[src/pkg/port_a_pkg.sv]
// port_a_pkg: register map, field layout and reset values of the port
// assumes a byte-wide data-memory register bus with a small address field
package port_a_pkg;

  localparam int unsigned DATA_W = 8;
  localparam int unsigned ADDR_W = 3;

  // register indices on the data-memory bus; no addresses are fixed
  // elsewhere, so these are local choices
  localparam logic [2:0] ADDR_DATA_LATCH = 3'h0;
  localparam logic [2:0] ADDR_DIRECTION  = 3'h1;
  localparam logic [2:0] ADDR_PULLUP     = 3'h2;
  localparam logic [2:0] ADDR_PULLDOWN   = 3'h3;
  localparam logic [2:0] ADDR_WAKEUP     = 3'h4;
  localparam logic [2:0] ADDR_FUNC_SEL   = 3'h5;

  // implemented bit positions
  localparam logic [7:0] PORT_MASK     = 8'he7;
  localparam logic [7:0] FUNC_SEL_MASK = 8'he2;

  // reset values
  localparam logic [7:0] RST_DATA_LATCH = 8'he7;
  localparam logic [7:0] RST_DIRECTION  = 8'he7;
  localparam logic [7:0] RST_ZERO       = 8'h00;

  // function select bit positions
  localparam int unsigned SELECT_BIT_SEVEN = 7;
  localparam int unsigned SELECT_BIT_SIX   = 6;
  localparam int unsigned SELECT_BIT_FIVE  = 5;
  localparam int unsigned SELECT_BIT_ONE   = 1;

  // pins affected by each select bit share its position
  localparam logic [7:0] SEL_ZERO = 8'h00;

  typedef enum logic [1:0] {
    pin_gpio,
    pin_analog,
    pin_timer_out,
    pin_amp_out
  } pin_func_t;

endpackage

[src/rtl/port_a_gpio_with_wakeup.sv]
// port_a_gpio_with_wakeup: six-pin port with direction, latch, pulls,
// falling-edge wake and pin-shared function select
// assumes a single-cycle byte register bus with write and read strobes
`timescale 1ns/1ps
`default_nettype none
module port_a_gpio_with_wakeup
  import port_a_pkg::*;
(
  input  wire logic              clk,
  input  wire logic              rst_n,
  input  wire logic [ADDR_W-1:0] reg_addr,
  input  wire logic              reg_wr,
  input  wire logic              reg_rd,
  input  wire logic [DATA_W-1:0] reg_wdata,
  output logic      [DATA_W-1:0] reg_rdata,
  input  wire logic              low_power,
  input  wire logic              timer_pwm_output,
  input  wire logic [7:0]        pin_in,
  output logic      [7:0]        pin_out,
  output logic      [7:0]        pin_oe_n,
  output logic      [7:0]        pullup_on,
  output logic      [7:0]        pulldown_on,
  output logic                   analog_input_zero,
  output logic                   analog_input_one,
  output logic                   amplifier_one_output,
  output logic                   timer_snapshot_input,
  output logic                   timer_clock_input,
  output logic                   wake_request
);

  logic [7:0]  port_data_latch;
  logic [7:0]  port_direction;
  logic [7:0]  port_pullup_enable;
  logic [7:0]  port_pulldown_enable;
  logic [7:0]  port_wakeup_enable;
  logic [7:0]  pin_function_select;
  logic [7:0]  port_read;
  logic [7:0]  next_rdata;
  logic [7:0]  wake_bits;
  logic [7:0]  analog_bits;
  logic [7:0]  amp_bits;
  pin_func_t   func [8];

  function automatic logic wr_hit(input logic [2:0] a);
    return reg_wr && (reg_addr == a);
  endfunction

  // writes keep only implemented positions
  always_ff @(posedge clk) begin
    if (!rst_n) begin
      port_data_latch <= RST_DATA_LATCH;
    end else if (wr_hit(ADDR_DATA_LATCH)) begin
      port_data_latch <= reg_wdata & PORT_MASK;
    end
  end

  always_ff @(posedge clk) begin
    if (!rst_n) begin
      port_direction <= RST_DIRECTION;
    end else if (wr_hit(ADDR_DIRECTION)) begin
      port_direction <= reg_wdata & PORT_MASK;
    end
  end

  always_ff @(posedge clk) begin
    if (!rst_n) begin
      port_pullup_enable   <= RST_ZERO;
      port_pulldown_enable <= RST_ZERO;
      port_wakeup_enable   <= RST_ZERO;
    end else begin
      if (wr_hit(ADDR_PULLUP)) begin
        port_pullup_enable <= reg_wdata & PORT_MASK;
      end
      if (wr_hit(ADDR_PULLDOWN)) begin
        port_pulldown_enable <= reg_wdata & PORT_MASK;
      end
      if (wr_hit(ADDR_WAKEUP)) begin
        port_wakeup_enable <= reg_wdata & PORT_MASK;
      end
    end
  end

  always_ff @(posedge clk) begin
    if (!rst_n) begin
      pin_function_select <= RST_ZERO;
    end else if (wr_hit(ADDR_FUNC_SEL)) begin
      pin_function_select <= reg_wdata & FUNC_SEL_MASK;
    end
  end

  // per-pin function decode
  always_comb begin
    for (int i = 0; i < 8; i++) begin
      func[i] = pin_gpio;
    end
    if (pin_function_select[SELECT_BIT_SEVEN]) begin
      func[SELECT_BIT_SEVEN] = pin_analog;
    end
    if (pin_function_select[SELECT_BIT_SIX]) begin
      func[SELECT_BIT_SIX] = pin_analog;
    end
    if (pin_function_select[SELECT_BIT_FIVE]) begin
      func[SELECT_BIT_FIVE] = pin_timer_out;
    end
    if (pin_function_select[SELECT_BIT_ONE]) begin
      func[SELECT_BIT_ONE] = pin_amp_out;
    end
  end

  // live level for inputs, latch for outputs; no input latch, so a
  // bit set/clear written back from this view copies input levels
  // into the latch, exactly as a read-modify-write does
  assign port_read = ((pin_in & port_direction)
                     | (port_data_latch & ~port_direction)) & PORT_MASK;

  always_comb begin
    next_rdata = RST_ZERO;
    if (reg_addr == ADDR_DATA_LATCH) begin
      next_rdata = port_read;
    end else if (reg_addr == ADDR_DIRECTION) begin
      next_rdata = port_direction;
    end else if (reg_addr == ADDR_PULLUP) begin
      next_rdata = port_pullup_enable;
    end else if (reg_addr == ADDR_PULLDOWN) begin
      next_rdata = port_pulldown_enable;
    end else if (reg_addr == ADDR_WAKEUP) begin
      next_rdata = port_wakeup_enable;
    end else if (reg_addr == ADDR_FUNC_SEL) begin
      next_rdata = pin_function_select;
    end
  end

  // data out from a flop: the read answers the cycle after reg_rd
  always_ff @(posedge clk) begin
    if (!rst_n) begin
      reg_rdata <= RST_ZERO;
    end else if (reg_rd) begin
      reg_rdata <= next_rdata;
    end
  end

  for (genvar g = 0; g < 8; g++) begin : g_pin
    if (PORT_MASK[g]) begin : g_impl
      port_pin_cell u_cell (
        .clk         (clk),
        .rst_n       (rst_n),
        .func        (func[g]),
        .dir_in      (port_direction[g]),
        .latch_val   (port_data_latch[g]),
        .pu_en       (port_pullup_enable[g]),
        .pd_en       (port_pulldown_enable[g]),
        .wu_en       (port_wakeup_enable[g]),
        .low_power   (low_power),
        .timer_out   (timer_pwm_output),
        .pin_in      (pin_in[g]),
        .pin_out     (pin_out[g]),
        .pin_oe_n    (pin_oe_n[g]),
        .pullup_on   (pullup_on[g]),
        .pulldown_on (pulldown_on[g]),
        .analog_sel  (analog_bits[g]),
        .amp_sel     (amp_bits[g]),
        .wake        (wake_bits[g])
      );
    end else begin : g_none
      assign pin_out[g]     = 1'b0;
      assign pin_oe_n[g]    = 1'b1;
      assign pullup_on[g]   = 1'b0;
      assign pulldown_on[g] = 1'b0;
      assign analog_bits[g] = 1'b0;
      assign amp_bits[g]    = 1'b0;
      assign wake_bits[g]   = 1'b0;
    end
  end

  assign analog_input_one     = analog_bits[SELECT_BIT_SEVEN];
  assign analog_input_zero    = analog_bits[SELECT_BIT_SIX];
  assign amplifier_one_output = amp_bits[SELECT_BIT_ONE];
  // peripheral inputs just follow the pad; direction is software's job
  assign timer_snapshot_input = pin_in[SELECT_BIT_ONE];
  assign timer_clock_input    = pin_in[SELECT_BIT_FIVE];
  assign wake_request         = |wake_bits;

endmodule // port_a_gpio_with_wakeup
`default_nettype wire

[src/rtl/port_pin_cell.sv]
// port_pin_cell: one pad's output mux, pull gating and wake edge detect
// assumes pin input synchronous to clk; pad logic built outside
`timescale 1ns/1ps
`default_nettype none
module port_pin_cell
  import port_a_pkg::*;
(
  input  wire logic      clk,
  input  wire logic      rst_n,
  input  wire pin_func_t func,
  input  wire logic      dir_in,
  input  wire logic      latch_val,
  input  wire logic      pu_en,
  input  wire logic      pd_en,
  input  wire logic      wu_en,
  input  wire logic      low_power,
  input  wire logic      timer_out,
  input  wire logic      pin_in,
  output logic           pin_out,
  output logic           pin_oe_n,
  output logic           pullup_on,
  output logic           pulldown_on,
  output logic           analog_sel,
  output logic           amp_sel,
  output logic           wake
);

  logic gpio_input;
  logic pin_prev;

  assign gpio_input = (func == pin_gpio) && dir_in;

  // output pads: gpio output drives the latch right away
  always_comb begin
    pin_out  = latch_val;
    pin_oe_n = 1'b1;
    if (func == pin_timer_out) begin
      pin_out  = timer_out;
      pin_oe_n = 1'b0;
    end else if (func == pin_gpio && !dir_in) begin
      pin_oe_n = 1'b0;
    end
  end

  // no open-drain mode exists on this port, so the pull-high only
  // survives on a digital input
  assign pullup_on   = pu_en && gpio_input;
  assign pulldown_on = pd_en && gpio_input;
  assign analog_sel  = (func == pin_analog);
  assign amp_sel     = (func == pin_amp_out);

  always_ff @(posedge clk) begin
    if (!rst_n) begin
      pin_prev <= 1'b1;
    end else begin
      pin_prev <= pin_in;
    end
  end

  // falling edge only counts while idle or asleep on a gpio input
  assign wake = wu_en && gpio_input && low_power && pin_prev && !pin_in;

endmodule // port_pin_cell
`default_nettype wire

[config.mk]
export PLATFORM = sky130hd
export DESIGN_NAME = port_a_gpio_with_wakeup
export DESIGN_NICKNAME = d
export VERILOG_FILES = /design/src/pkg/port_a_pkg.sv /design/src/rtl/port_a_gpio_with_wakeup.sv /design/src/rtl/port_pin_cell.sv
export SDC_FILE = /design/constraint.sdc
export NUM_CORES = 1
export LEC_CHECK = 0
export ABC_AREA = 1
export BUFFER_PORTS_ARGS = -buffer_cell sky130_fd_sc_hd__buf_2
export CORE_ASPECT_RATIO = 0.75
export CORE_MARGIN = 2
export CORE_UTILIZATION = 55
export CTS_CLUSTER_DIAMETER = 50
export DETAILED_ROUTE_END_ITERATION = 8
export GPL_TIMING_DRIVEN = 0
export PLACE_DENSITY = 0.8
export SLEW_MARGIN = 40
export SYNTH_ARGS = -nofsm -noshare
export SYNTH_HDL_FRONTEND = slang
export SYNTH_HIERARCHICAL = 1
export SYNTH_SLANG_ARGS = --single-unit
[constraint.sdc]
create_clock -name clk -period 1.54 [get_ports clk]
set_input_delay 0.154 -clock clk [delete_from_list [all_inputs] [get_ports clk]]
set_output_delay 0.154 -clock clk [all_outputs]
set_load 0.02 [all_outputs]
After elaboration in Yosys (flattened, before gate mapping)
Cells that the tools add are included.

word-level totals
  register bits = 48
  bits in read-only memories = 0
  memories kept = 0
  input bits = 25
  bits in latches = 0
  bits in writable memories = 0

operators by class
  muxes and demuxes = 24
  equal/unequal tests = 12
  multiply operators = 0
  reduce and logical (&&, ||, !) cells = 66
  bitwise logic cells = 4
  shift operators = 0
  div/mod/pow operators = 0
  $lt $le $gt $ge = 0
  add/subtract/negate cells = 0

operator list
  cell                number
  $logic_and 1x1->1   50
  $mux 8              6
  $and 8x8->8         2
  $mux 1              16
  $logic_not 1->1     10
  $logic_not 2->1     4
  $not 8->8           1
  $or 8x8->8          1
  $eq 2x2->1 const B  3
  $eq 3x2->1 const B  2
  $eq 3x3->1 const B  2
  $reduce_or 6->1     1
  $eq 1x2->1 const B  2
  $mux 2              2
  $eq 3x1->1 const B  1
  $logic_not 3->1     1
  $eq 1x1->1 const B  2

Depth between registers and ports, before layout
Gate-level depths: netlist of run 1.

  depth in word-level cells = 8
  depth in mapped cells = 9
  gate-level depth less buffers = 7

Hierarchy
Netlist of run 1, hierarchy kept.

by module, submodules not included
  module                   instances  cells an instance  area each (µm²)
  port_a_gpio_with_wakeup  1          274                1948.1
  port_pin_cell            6          24                 121.4

Worst setup path after synthesis of run 1
OpenSTA, ideal clock, no wires.

  kind = register -> output
  start point = register pin_function_select[5]
  end point = output wake_request
  buffers on the path = 0
  data arrival time = 1004 ps
  required time = 1386 ps
  setup slack = 382 ps
  stages on the path, launching flop included = 6
  cell sequence = dfxtp_1 inv_2 nand3_2 nor2_2 nor4_1 nand2_1

between the ends
  cells in the longest elaborated chain, start to end = 8

RTL lines
  item                             line                            RTL
  start, declared                  port_a_gpio_with_wakeup.sv:36   logic [7:0] pin_function_select;
  start signal, assigned           port_a_gpio_with_wakeup.sv:87   pin_function_select <= reg_wdata & FUNC_SEL_MASK;
  $mux 2                           port_a_gpio_with_wakeup.sv:102  if (pin_function_select[SELECT_BIT_FIVE]) begin
  $logic_not 2->1                  port_pin_cell.sv:31             assign gpio_input = (func == pin_gpio) && dir_in;
  $logic_and 1x1->1                port_pin_cell.sv:31
  $logic_and 1x1->1 (4 in series)  port_pin_cell.sv:61             assign wake = wu_en && gpio_input && low_power && pin_prev && !pin_in;
  named net wake_bits[5]           port_a_gpio_with_wakeup.sv:39   logic [7:0] wake_bits;
  $reduce_or 6->1                  port_a_gpio_with_wakeup.sv:181  assign wake_request = |wake_bits;
  end, declared                    port_a_gpio_with_wakeup.sv:28   output logic wake_request

The timed path passes the listed nets, and every way through them passes these cells.

Final worst setup path of run 1
  start point = register port_wakeup_enable[6]
  end point = output wake_request

between the ends
  cells in the longest elaborated chain, start to end = 5

RTL lines
  item                             line                            RTL
  start, declared                  port_a_gpio_with_wakeup.sv:35   logic [7:0] port_wakeup_enable;
  start signal, assigned           port_a_gpio_with_wakeup.sv:78   port_wakeup_enable <= reg_wdata & PORT_MASK;
  $logic_and 1x1->1 (4 in series)  port_pin_cell.sv:61
  named net wake_bits[6]           port_a_gpio_with_wakeup.sv:39
  $reduce_or 6->1                  port_a_gpio_with_wakeup.sv:181

The timed path passes the listed nets, and every way through them passes these cells.

==> impl_metrics.ini, run 1 <==
[detailed_routing]
finalWirelength_mm = 7.30
ant_nets = 0
viasPerCell = 4.98
first_pass_iters = 5
wire_per_inst_um = 13.2
drtIter0Drc = 241
via_count = 2746
drc = 0

[run_status]
status = finished with violations
violations = negative setup slack

[worst_setup_path]
required_ns = 1.39
end_kind = output port
critPathTopFamily = simple AND/OR/NAND/NOR gates
crit_slowest_cell = dfxtp_2
crit_buf_inv = 2
worstPathArrival_ns = 1.43
crit_fanout = 2
crit_path_cell_trace = nand2_1 > inv_1 > nand2_1 > nor2_2 > nor4_4 > nand2_1 > buf_6
r2r_slack_ns = 0.43
cp_slowest_stage_delay_ns = 0.33
critical_path_class = reg2out
cpMostUsedCell = nand2_1
cp-start-kind = flip-flop

[clocking]
clock_path_buffers = 2
cts.clk_slew.worst_paths_ns = 0.08
numCtsBuffers = 5
htreeDepth = 2
clock_latency_ns = 0.29
cts_sinks = 46
cts_root_buf = clkbuf_8
cts_tree = done

[placed_design]
dp_hpwl_mm = 5.30
place.gp.congestion = 0.937
place.port_buffers = 54
place_ws_ns = -0.0184
placed_area_sq_um = 3060

[pwr]
power_per_cell_area_nw_per_um2 = 768
leakage_nw = 1.63
max-vdd-ir-drop_uv = 594

[global_route]
antenna_found_initial = 0
grtUsageTotal = 0.285
grt_max_degree = 13
grt_overflow_total = 0
grt_pass1_wl_mm = 12.1
grt_pass1_vias = 2545

[die]
core_sq_um = 4520
num_rows = 21
fp.dieH_um = 63.8
ioPinCount = 71
die_w_um = 83.8
start_util = 0.581
dieArea_sq_um = 5340

[final_layout]
fillers = 415
drive_above_1_share = 0.271
multi_input_area_sq_um = 1390
design_area_sq_um = 3220
antenna_cells = 0
areaGrowthSynthToFinish_pct = 22.7
ff_latch_area_sq_um = 936
nNetsFinal = 519
fin_util = 0.713

[hold_path]
hp-class = in2reg

[yosys]
syn_area_per_cell_sq_um = 6.49
ys_warn_count = 6
synthCells = 404
netlist_area_sq_um = 2620

[timing]
max_freq_mhz = 629
min_period_ns = 1.59
setup_viol = 1
layout_setup_ws_ns = -0.0487
whs_ns = 0.0606
finalCritPeriodShare = 1.03
drv_slew = 0
skew_ns = 0.00515
hold_viol = 0
fin_tns_setup_ns = -0.0487
rsz0062_at_grt = yes

[flow_run]
drv_cap = 0
-- repair_timing --
action,in CTS,in global routing
resized for setup,12,4
endpoints found under the setup margin,1,1
gates cloned,0,0
hold buffers,0,0
buffers inserted,3,2
pin swaps,2,3
-- layer usage --
metal	share of wire	GRT usage	vias up
met4	0.0078	0.0625	0
met2	0.45	0.466	105
met5	0	0	-
li1	-	-	1417
met1	0.47	0.396	1217
met3	0.073	0.0517	7
-- where the power goes --
group          switching [mW]  internal [mW]
registers              0.0326           1.23
clock network           0.399          0.314
logic                   0.327          0.167
-- final cells by class --
type	count	share of cell area
inverters	76	0.0890
clock buffers	7	0.0237
flip-flops and latches	46	0.291
multi-input cells	284	0.431
plain buffers	22	0.0458
repair buffers	59	0.0975
well taps	57	0.0221
-- cell usage in the layout (no fill, tap or decap), types with 2 or more instances in the layout --
| cell | count |
|---|---|
| clkbuf_1 | 5 |
| o21ai_0 | 24 |
| nand3_4 | 2 |
| inv_2 | 16 |
| nand4_1 | 5 |
| conb_1 | 26 |
| dfxtp_1 | 38 |
| buf_4 | 19 |
| inv_1 | 58 |
| o21ai_2 | 6 |
| nor3_4 | 2 |
| nand3_2 | 5 |
| dfxtp_4 | 2 |
| nand3_1 | 29 |
| o211ai_1 | 10 |
| nor2_1 | 43 |
| a21oi_1 | 34 |
| nor2_2 | 6 |
| nand2_1 | 86 |
| or2_2 | 2 |
| clkbuf_8 | 5 |
| dfxtp_2 | 6 |
| buf_6 | 2 |
| buf_2 | 57 |
-- worst register-to-register path: stages, from the launching register on --
cell and delay [ns]:
dfxtp_1 0.35, or2_2 0.30, o21ai_0 0.11, a21oi_1 0.10
nand2_1 0.08, a21oi_1 0.05
-- flip-flops by register name, indices dropped and copies added, names as in the netlist --
register and flops:
g_pin.g_impl.u_cell/pin_prev 6, port_pullup_enable 6, port_wakeup_enable 6, port_direction 6, port_data_latch 6, pin_function_select 4
reg_rdata 6, port_pulldown_enable 6
-- path summary, 6_finish.rpt --
kind,from,endpoint,cells after the start
setup / recovery,port_wakeup_enable[6]$_SDFFE_PN0P_,wake_request,7
hold / removal,pin_in[0],g_pin[0].g_impl.u_cell/pin_prev$_SDFF_PN1_,3
setup reg to reg,port_data_latch[5]$_SDFFE_PN1P_,reg_rdata[5]$_SDFFE_PN0P_,5
hold reg to reg,reg_rdata[1]$_SDFFE_PN0P_,reg_rdata[1]$_SDFFE_PN0P_,2
-- stage by stage --
stage / instances / power [mW]
floorplan: 428 / 1.61
global placement: 539 / 1.76
finish: 551 / 2.47
CTS: 549 / 2.46
detailed placement: 539 / 1.77
global route: 551 / 2.58
No activity file was read; power rests on OpenSTA's default activity.
==> inputs of run 2 (changes only) <==
--- a/config.mk
+++ b/config.mk
@@ -13,7 +13,7 @@
 export CTS_CLUSTER_DIAMETER = 50
 export DETAILED_ROUTE_END_ITERATION = 8
 export GPL_TIMING_DRIVEN = 0
-export PLACE_DENSITY = 0.8
+export PLACE_DENSITY = 0.91
 export SLEW_MARGIN = 40
 export SYNTH_ARGS = -nofsm -noshare
 export SYNTH_HDL_FRONTEND = slang
==> constraint.sdc (replaced) <==
create_clock -name clk -period 2 [get_ports clk]
set_input_delay 0.2 -clock clk [delete_from_list [all_inputs] [get_ports clk]]
set_output_delay 0.2 -clock clk [all_outputs]
set_load 0.02 [all_outputs]
==> run 2 against run 1 <==
Net effect:
- the run now ends clean
- global-route usage is 0.82 points lower
- total power is 23% lower
- clock-buffer cell count unchanged
- cell area is 2.6% lower
- critical path depth shrank 1
- die area is the same
- combinational power shrank 25%
- hold slack better by 0.025 ns
- sequential power down 23%
- cell count decreased by 0.91%
- clock power shrank 21%
- register-to-register slack gained 0.45 ns
==> impl_metrics.ini, run 2 (same netlist as run 1, synthesis figures left out) <==
[die]
core_sq_um = 4520
fp.dieH_um = 63.8
die_w_um = 83.8
num_rows = 21
dieArea_sq_um = 5340
ioPinCount = 71
start_util = 0.581

[run_status]
status = finished, final reports clean

[worst_setup_path]
worstPathArrival_ns = 1.66
r2r_cells = 5
reg2reg_to = reg_rdata[6]$_SDFFE_PN0P_
critical_path_class = reg2out
required_ns = 1.80
crit_fanout = 4
r2r_slack_ns = 0.88
end_kind = output port
r2r_start = port_direction[6]$_SDFFE_PN1P_
cp-start-kind = flip-flop

[timing]
slew_headroom = 0.642
skew_ns = 0.00262
finalCritPeriodShare = 0.931
drv_slew = 0
worst_pin_slew_ns = 0.538
min_period_ns = 1.86
max_freq_mhz = 537
hold_viol = 0
setup_viol = 0
rsz0062_at_grt = no
whs_ns = 0.0857
fin_tns_setup_ns = 0

[hold_path]
hold_depth = 3
hp-start = pin_in[6]
hp-class = in2reg
hold_end = g_pin[6].g_impl.u_cell/pin_prev$_SDFF_PN1_

[clocking]
cts_sinks = 46
clock_path_buffers = 2
hold_buffers = 0
cts_tree = done
htreeDepth = 2
numCtsBuffers = 5
cts.clk_slew.worst_paths_ns = 0.09
clock_latency_ns = 0.31
cts_root_buf = clkbuf_8

[global_route]
grt_pass1_vias = 2490
grt_pass1_wl_mm = 11.7
grt_max_degree = 13
antenna_found_initial = 0
grt_overflow_total = 0
grtUsageTotal = 0.277

[final_layout]
stdcell_count = 546
drive_above_1_share = 0.247
antenna_cells = 0
design_area_sq_um = 3140
areaGrowthSynthToFinish_pct = 19.6
final_cell_mix = nand2_1, inv_1, buf_2, dfxtp_1, nor2_1
final_common_cell = nand2_1
nNetsFinal = 514

[detailed_routing]
via_count = 2803
finalWirelength_mm = 7.08
first_pass_iters = 4
ant_nets = 0
wire_per_inst_um = 13.0
viasPerCell = 5.13
drc = 0
drtIter0Drc = 241

[placed_design]
dp_hpwl_mm = 5.25
place.port_buffers = 54
placed_area_sq_um = 3060
dp_cells = 539
place.gp.congestion = 0.963

[pwr]
leakage_nw = 1.59
max-vdd-ir-drop_uv = 410
power_per_cell_area_nw_per_um2 = 609
p_total_mw = 1.91

[flow_run]
drv_cap = 0
-- run 2: repair_timing --
action                     4_1_cts  5_1_grt
setup buffers                    0        0
gates resized for setup          0        1
setup endpoints to repair        0        1
-- run 2: worst max-delay path by stage --
stage,from,endpoint,slack [ns],depth (start not counted)
final,pin_function_select[5]$_SDFFE_PN0P_,wake_request,0.14,6
after global routing,pin_function_select[5]$_SDFFE_PN0P_,wake_request,0.07,6
after CTS,pin_function_select[5]$_SDFFE_PN0P_,wake_request,0.07,6
after detailed placement,pin_function_select[5]$_SDFFE_PN0P_,wake_request,0.41,6
after global placement,pin_function_select[5]$_SDFFE_PN0P_,wake_request,0.47,6
after floorplan,pin_function_select[5]$_SDFFE_PN0P_,wake_request,0.84,5
-- run 2: area by class of cell --
type,count,area [sq um]
Buffer,22,148
Clock buffer,7,76.3
Tap cell,57,71.3
Inverter,76,287
Multi-Input combinational cell,284,1370
Timing Repair Buffer,54,270
Sequential cell,46,921
Fill cell,406,1380
-- run 2: critical path, stage by stage, from the launching register on --
cell,delay (ns)
dfxtp_1,0.41
inv_2,0.08
nand3_2,0.11
nor2_2,0.05
nor4_2,0.44
nand2_1,0.08
buf_2,0.17
-- run 2: power breakdown --
part	internal [mW]	leakage (nW)	switching (mW)	total, mW
sequential	0.951	0.376	0.0260	0.977
combinational	0.122	1.18	0.247	0.370
clock	0.242	0.0383	0.323	0.565
total	1.31	1.59	0.597	1.91
-- run 2: stage by stage --
stage                util  worst slack (ns)
floorplan               -             0.838
global placement    0.676             0.466
detailed placement  0.676             0.406
CTS                 0.693            0.0651
global route        0.694            0.0718
finish              0.694             0.137
-- run 2: metal layers --
layer | vias up | part of all wire | track usage
met3 | 15 | 0.088 | 0.0530
met5 | - | 0 | 0
li1 | 1402 | - | -
met1 | 1259 | 0.46 | 0.385
met2 | 127 | 0.44 | 0.427
met4 | 0 | 0.020 | 0.107
==> inputs of run 3 (changes only) <==
--- a/config.mk
+++ b/config.mk
@@ -7,7 +7,7 @@
 export LEC_CHECK = 0
 export ABC_AREA = 1
 export BUFFER_PORTS_ARGS = -buffer_cell sky130_fd_sc_hd__buf_2
-export CORE_ASPECT_RATIO = 0.75
+export CORE_ASPECT_RATIO = 1.5
 export CORE_MARGIN = 2
 export CORE_UTILIZATION = 55
 export CTS_CLUSTER_DIAMETER = 50
==> run 3 against run 2 <==
Net effect:
- setup slack improved by 0.17 ns
- register-to-register slack got worse by 0.10 ns
- via count is 0.89% higher
- critical path type unchanged
- largest power group unchanged
- highest routed layer unchanged
==> impl_metrics.ini, run 3 (same netlist as run 1, synthesis figures left out) <==
[timing]
finalCritPeriodShare = 0.849
min_period_ns = 1.70
rsz0062_at_grt = no
worst_pin_slew_ns = 0.521
fin_tns_setup_ns = 0
whs_ns = 0.106
hold_viol = 0
max_freq_mhz = 589
setup_viol = 0
drv_slew = 0
skew_ns = 0.00925
slew_headroom = 0.652

[worst_setup_path]
cp-start-kind = flip-flop
end_kind = output port
required_ns = 1.80
reg2reg_to = reg_rdata[6]$_SDFFE_PN0P_
critical_path_class = reg2out
worstPathArrival_ns = 1.50
r2r_start = port_direction[6]$_SDFFE_PN1P_
cp_slowest_stage_delay_ns = 0.51
crit_path_cell_trace = inv_2 > nand3_2 > nor2_2 > nor2_1 > nand2_1 > buf_2
crit_slowest_cell = dfxtp_1
r2r_cells = 5
endpoint = wake_request
startpoint = pin_function_select[1]$_SDFFE_PN0P_
r2r_slack_ns = 0.78
crit_fanout = 8

[placed_design]
place.port_buffers = 54
dp_cells = 546
place.gp.congestion = 0.974
dp_hpwl_mm = 5.48

[final_layout]
areaGrowthSynthToFinish_pct = 20.9
nNetsFinal = 514
fillers = 424
multi_input_area_sq_um = 1360
final_common_cell = nand2_1
antenna_cells = 0
final_cell_mix = nand2_1, inv_1, buf_2, dfxtp_1, nor2_1
stdcell_count = 554
ff_latch_area_sq_um = 921
drive_above_1_share = 0.251

[detailed_routing]
first_pass_iters = 5
ant_nets = 0
wire_per_inst_um = 13.2
via_count = 2828
drtIter0Drc = 162
drc = 0
finalWirelength_mm = 7.33
viasPerCell = 5.10

[hold_path]
hp-class = in2reg

[clocking]
cts_root_buf = clkbuf_8
cts_sinks = 46
cts.clk_slew.worst_paths_ns = 0.09
clock_latency_ns = 0.30
htreeDepth = 2
post_cts_buffers = 0
hold_buffers = 0
post_cts_resized = 0
numCtsBuffers = 5
cts_tree = done
clock_path_buffers = 2

[global_route]
grt_pass1_vias = 2346
grtUsageTotal = 0.286
antenna_found_initial = 0
grt_overflow_total = 0
grt_pass1_wl_mm = 11.2
grt_max_degree = 15

[pwr]
power_switching_mw = 0.607
pwr-share-seq = 0.477
intPower_mw = 1.44
leakage_nw = 1.61
power_frac_comb = 0.181
clkPwrFrac = 0.342
power_per_cell_area_nw_per_um2 = 646
max-vdd-ir-drop_uv = 521
switching_share = 0.296

[die]
num_rows = 30
fp.dieH_um = 88.6
die_w_um = 60.4
start_util = 0.578
ioPinCount = 71
core_sq_um = 4540
dieArea_sq_um = 5350

[flow_run]
drv_cap = 0

[run_status]
status = finished, final reports clean
run 3: cell types whose count changed in the layout (fill, tap and decap cells not counted):
| cell | before | now |
|---|---|---|
| clkbuf_1 | 5 | 3 |
| clkinv_2 | 1 | 3 |
| bufinv_16 | 0 | 1 |
| nor4_1 | 0 | 1 |
| nor4_2 | 1 | 0 |
run 3: worst max-delay path, delay by kind of cell (launching register included):
family	cells	cell delay (ns)
DFF	1	0.51
buffers and inverters	2	0.27
and+or+nand+nor	4	0.42
run 3: layer usage:
metal  routed length (um)  share of wire  GRT usage
met1                 2900           0.40      0.348
met2                 3780           0.52      0.503
met3                  459          0.063     0.0336
met4                  198          0.027      0.107
met5                    0              0          0
run 3: final cells by class:
type                    count  share of cell area
multi-input cells         284               0.428
flip-flops and latches     46               0.290
inverters                  76              0.0903
repair buffers             54              0.0852
plain buffers              22              0.0465
well taps                  64              0.0252
clock buffers               5              0.0217
clock inverters             3              0.0126
run 3: power by group through the flow:
stage	sequential, mW	clock (mW)	combinational (mW)
3_3_place_gp	0.996	0	0.359
6_report	0.977	0.700	0.371
2_1_floorplan	0.999	0	0.243
4_1_cts	0.976	0.695	0.365
3_5_place_dp	0.998	0	0.364
5_1_grt	0.981	0.728	0.408
run 3: worst min-delay path by stage:
| stage | startpoint | endpoint | slack, ns | cells past startpoint |
|---|---|---|---|---|
| after floorplan | rst_n | g_pin[0].g_impl.u_cell/pin_prev$_SDFF_PN1_ | 0.27 | 1 |
| after global placement | pin_in[7] | g_pin[7].g_impl.u_cell/pin_prev$_SDFF_PN1_ | 0.41 | 3 |
| after detailed placement | pin_in[7] | g_pin[7].g_impl.u_cell/pin_prev$_SDFF_PN1_ | 0.41 | 3 |
| after CTS | pin_in[7] | g_pin[7].g_impl.u_cell/pin_prev$_SDFF_PN1_ | 0.11 | 3 |
| after global routing | pin_in[1] | g_pin[1].g_impl.u_cell/pin_prev$_SDFF_PN1_ | 0.12 | 3 |
| final | pin_in[7] | g_pin[7].g_impl.u_cell/pin_prev$_SDFF_PN1_ | 0.11 | 3 |
run 3: through the flow:
stage               utilization  instance area [sq um]  worst slack, ns  total power [mW]
floorplan                     -                   2710            0.838              1.24
global placement          0.675                   3060            0.515              1.35
detailed placement        0.675                   3060            0.516              1.36
CTS                       0.699                   3170            0.288              2.04
global route              0.699                   3170            0.168              2.12
finish                    0.699                   3170            0.303              2.05
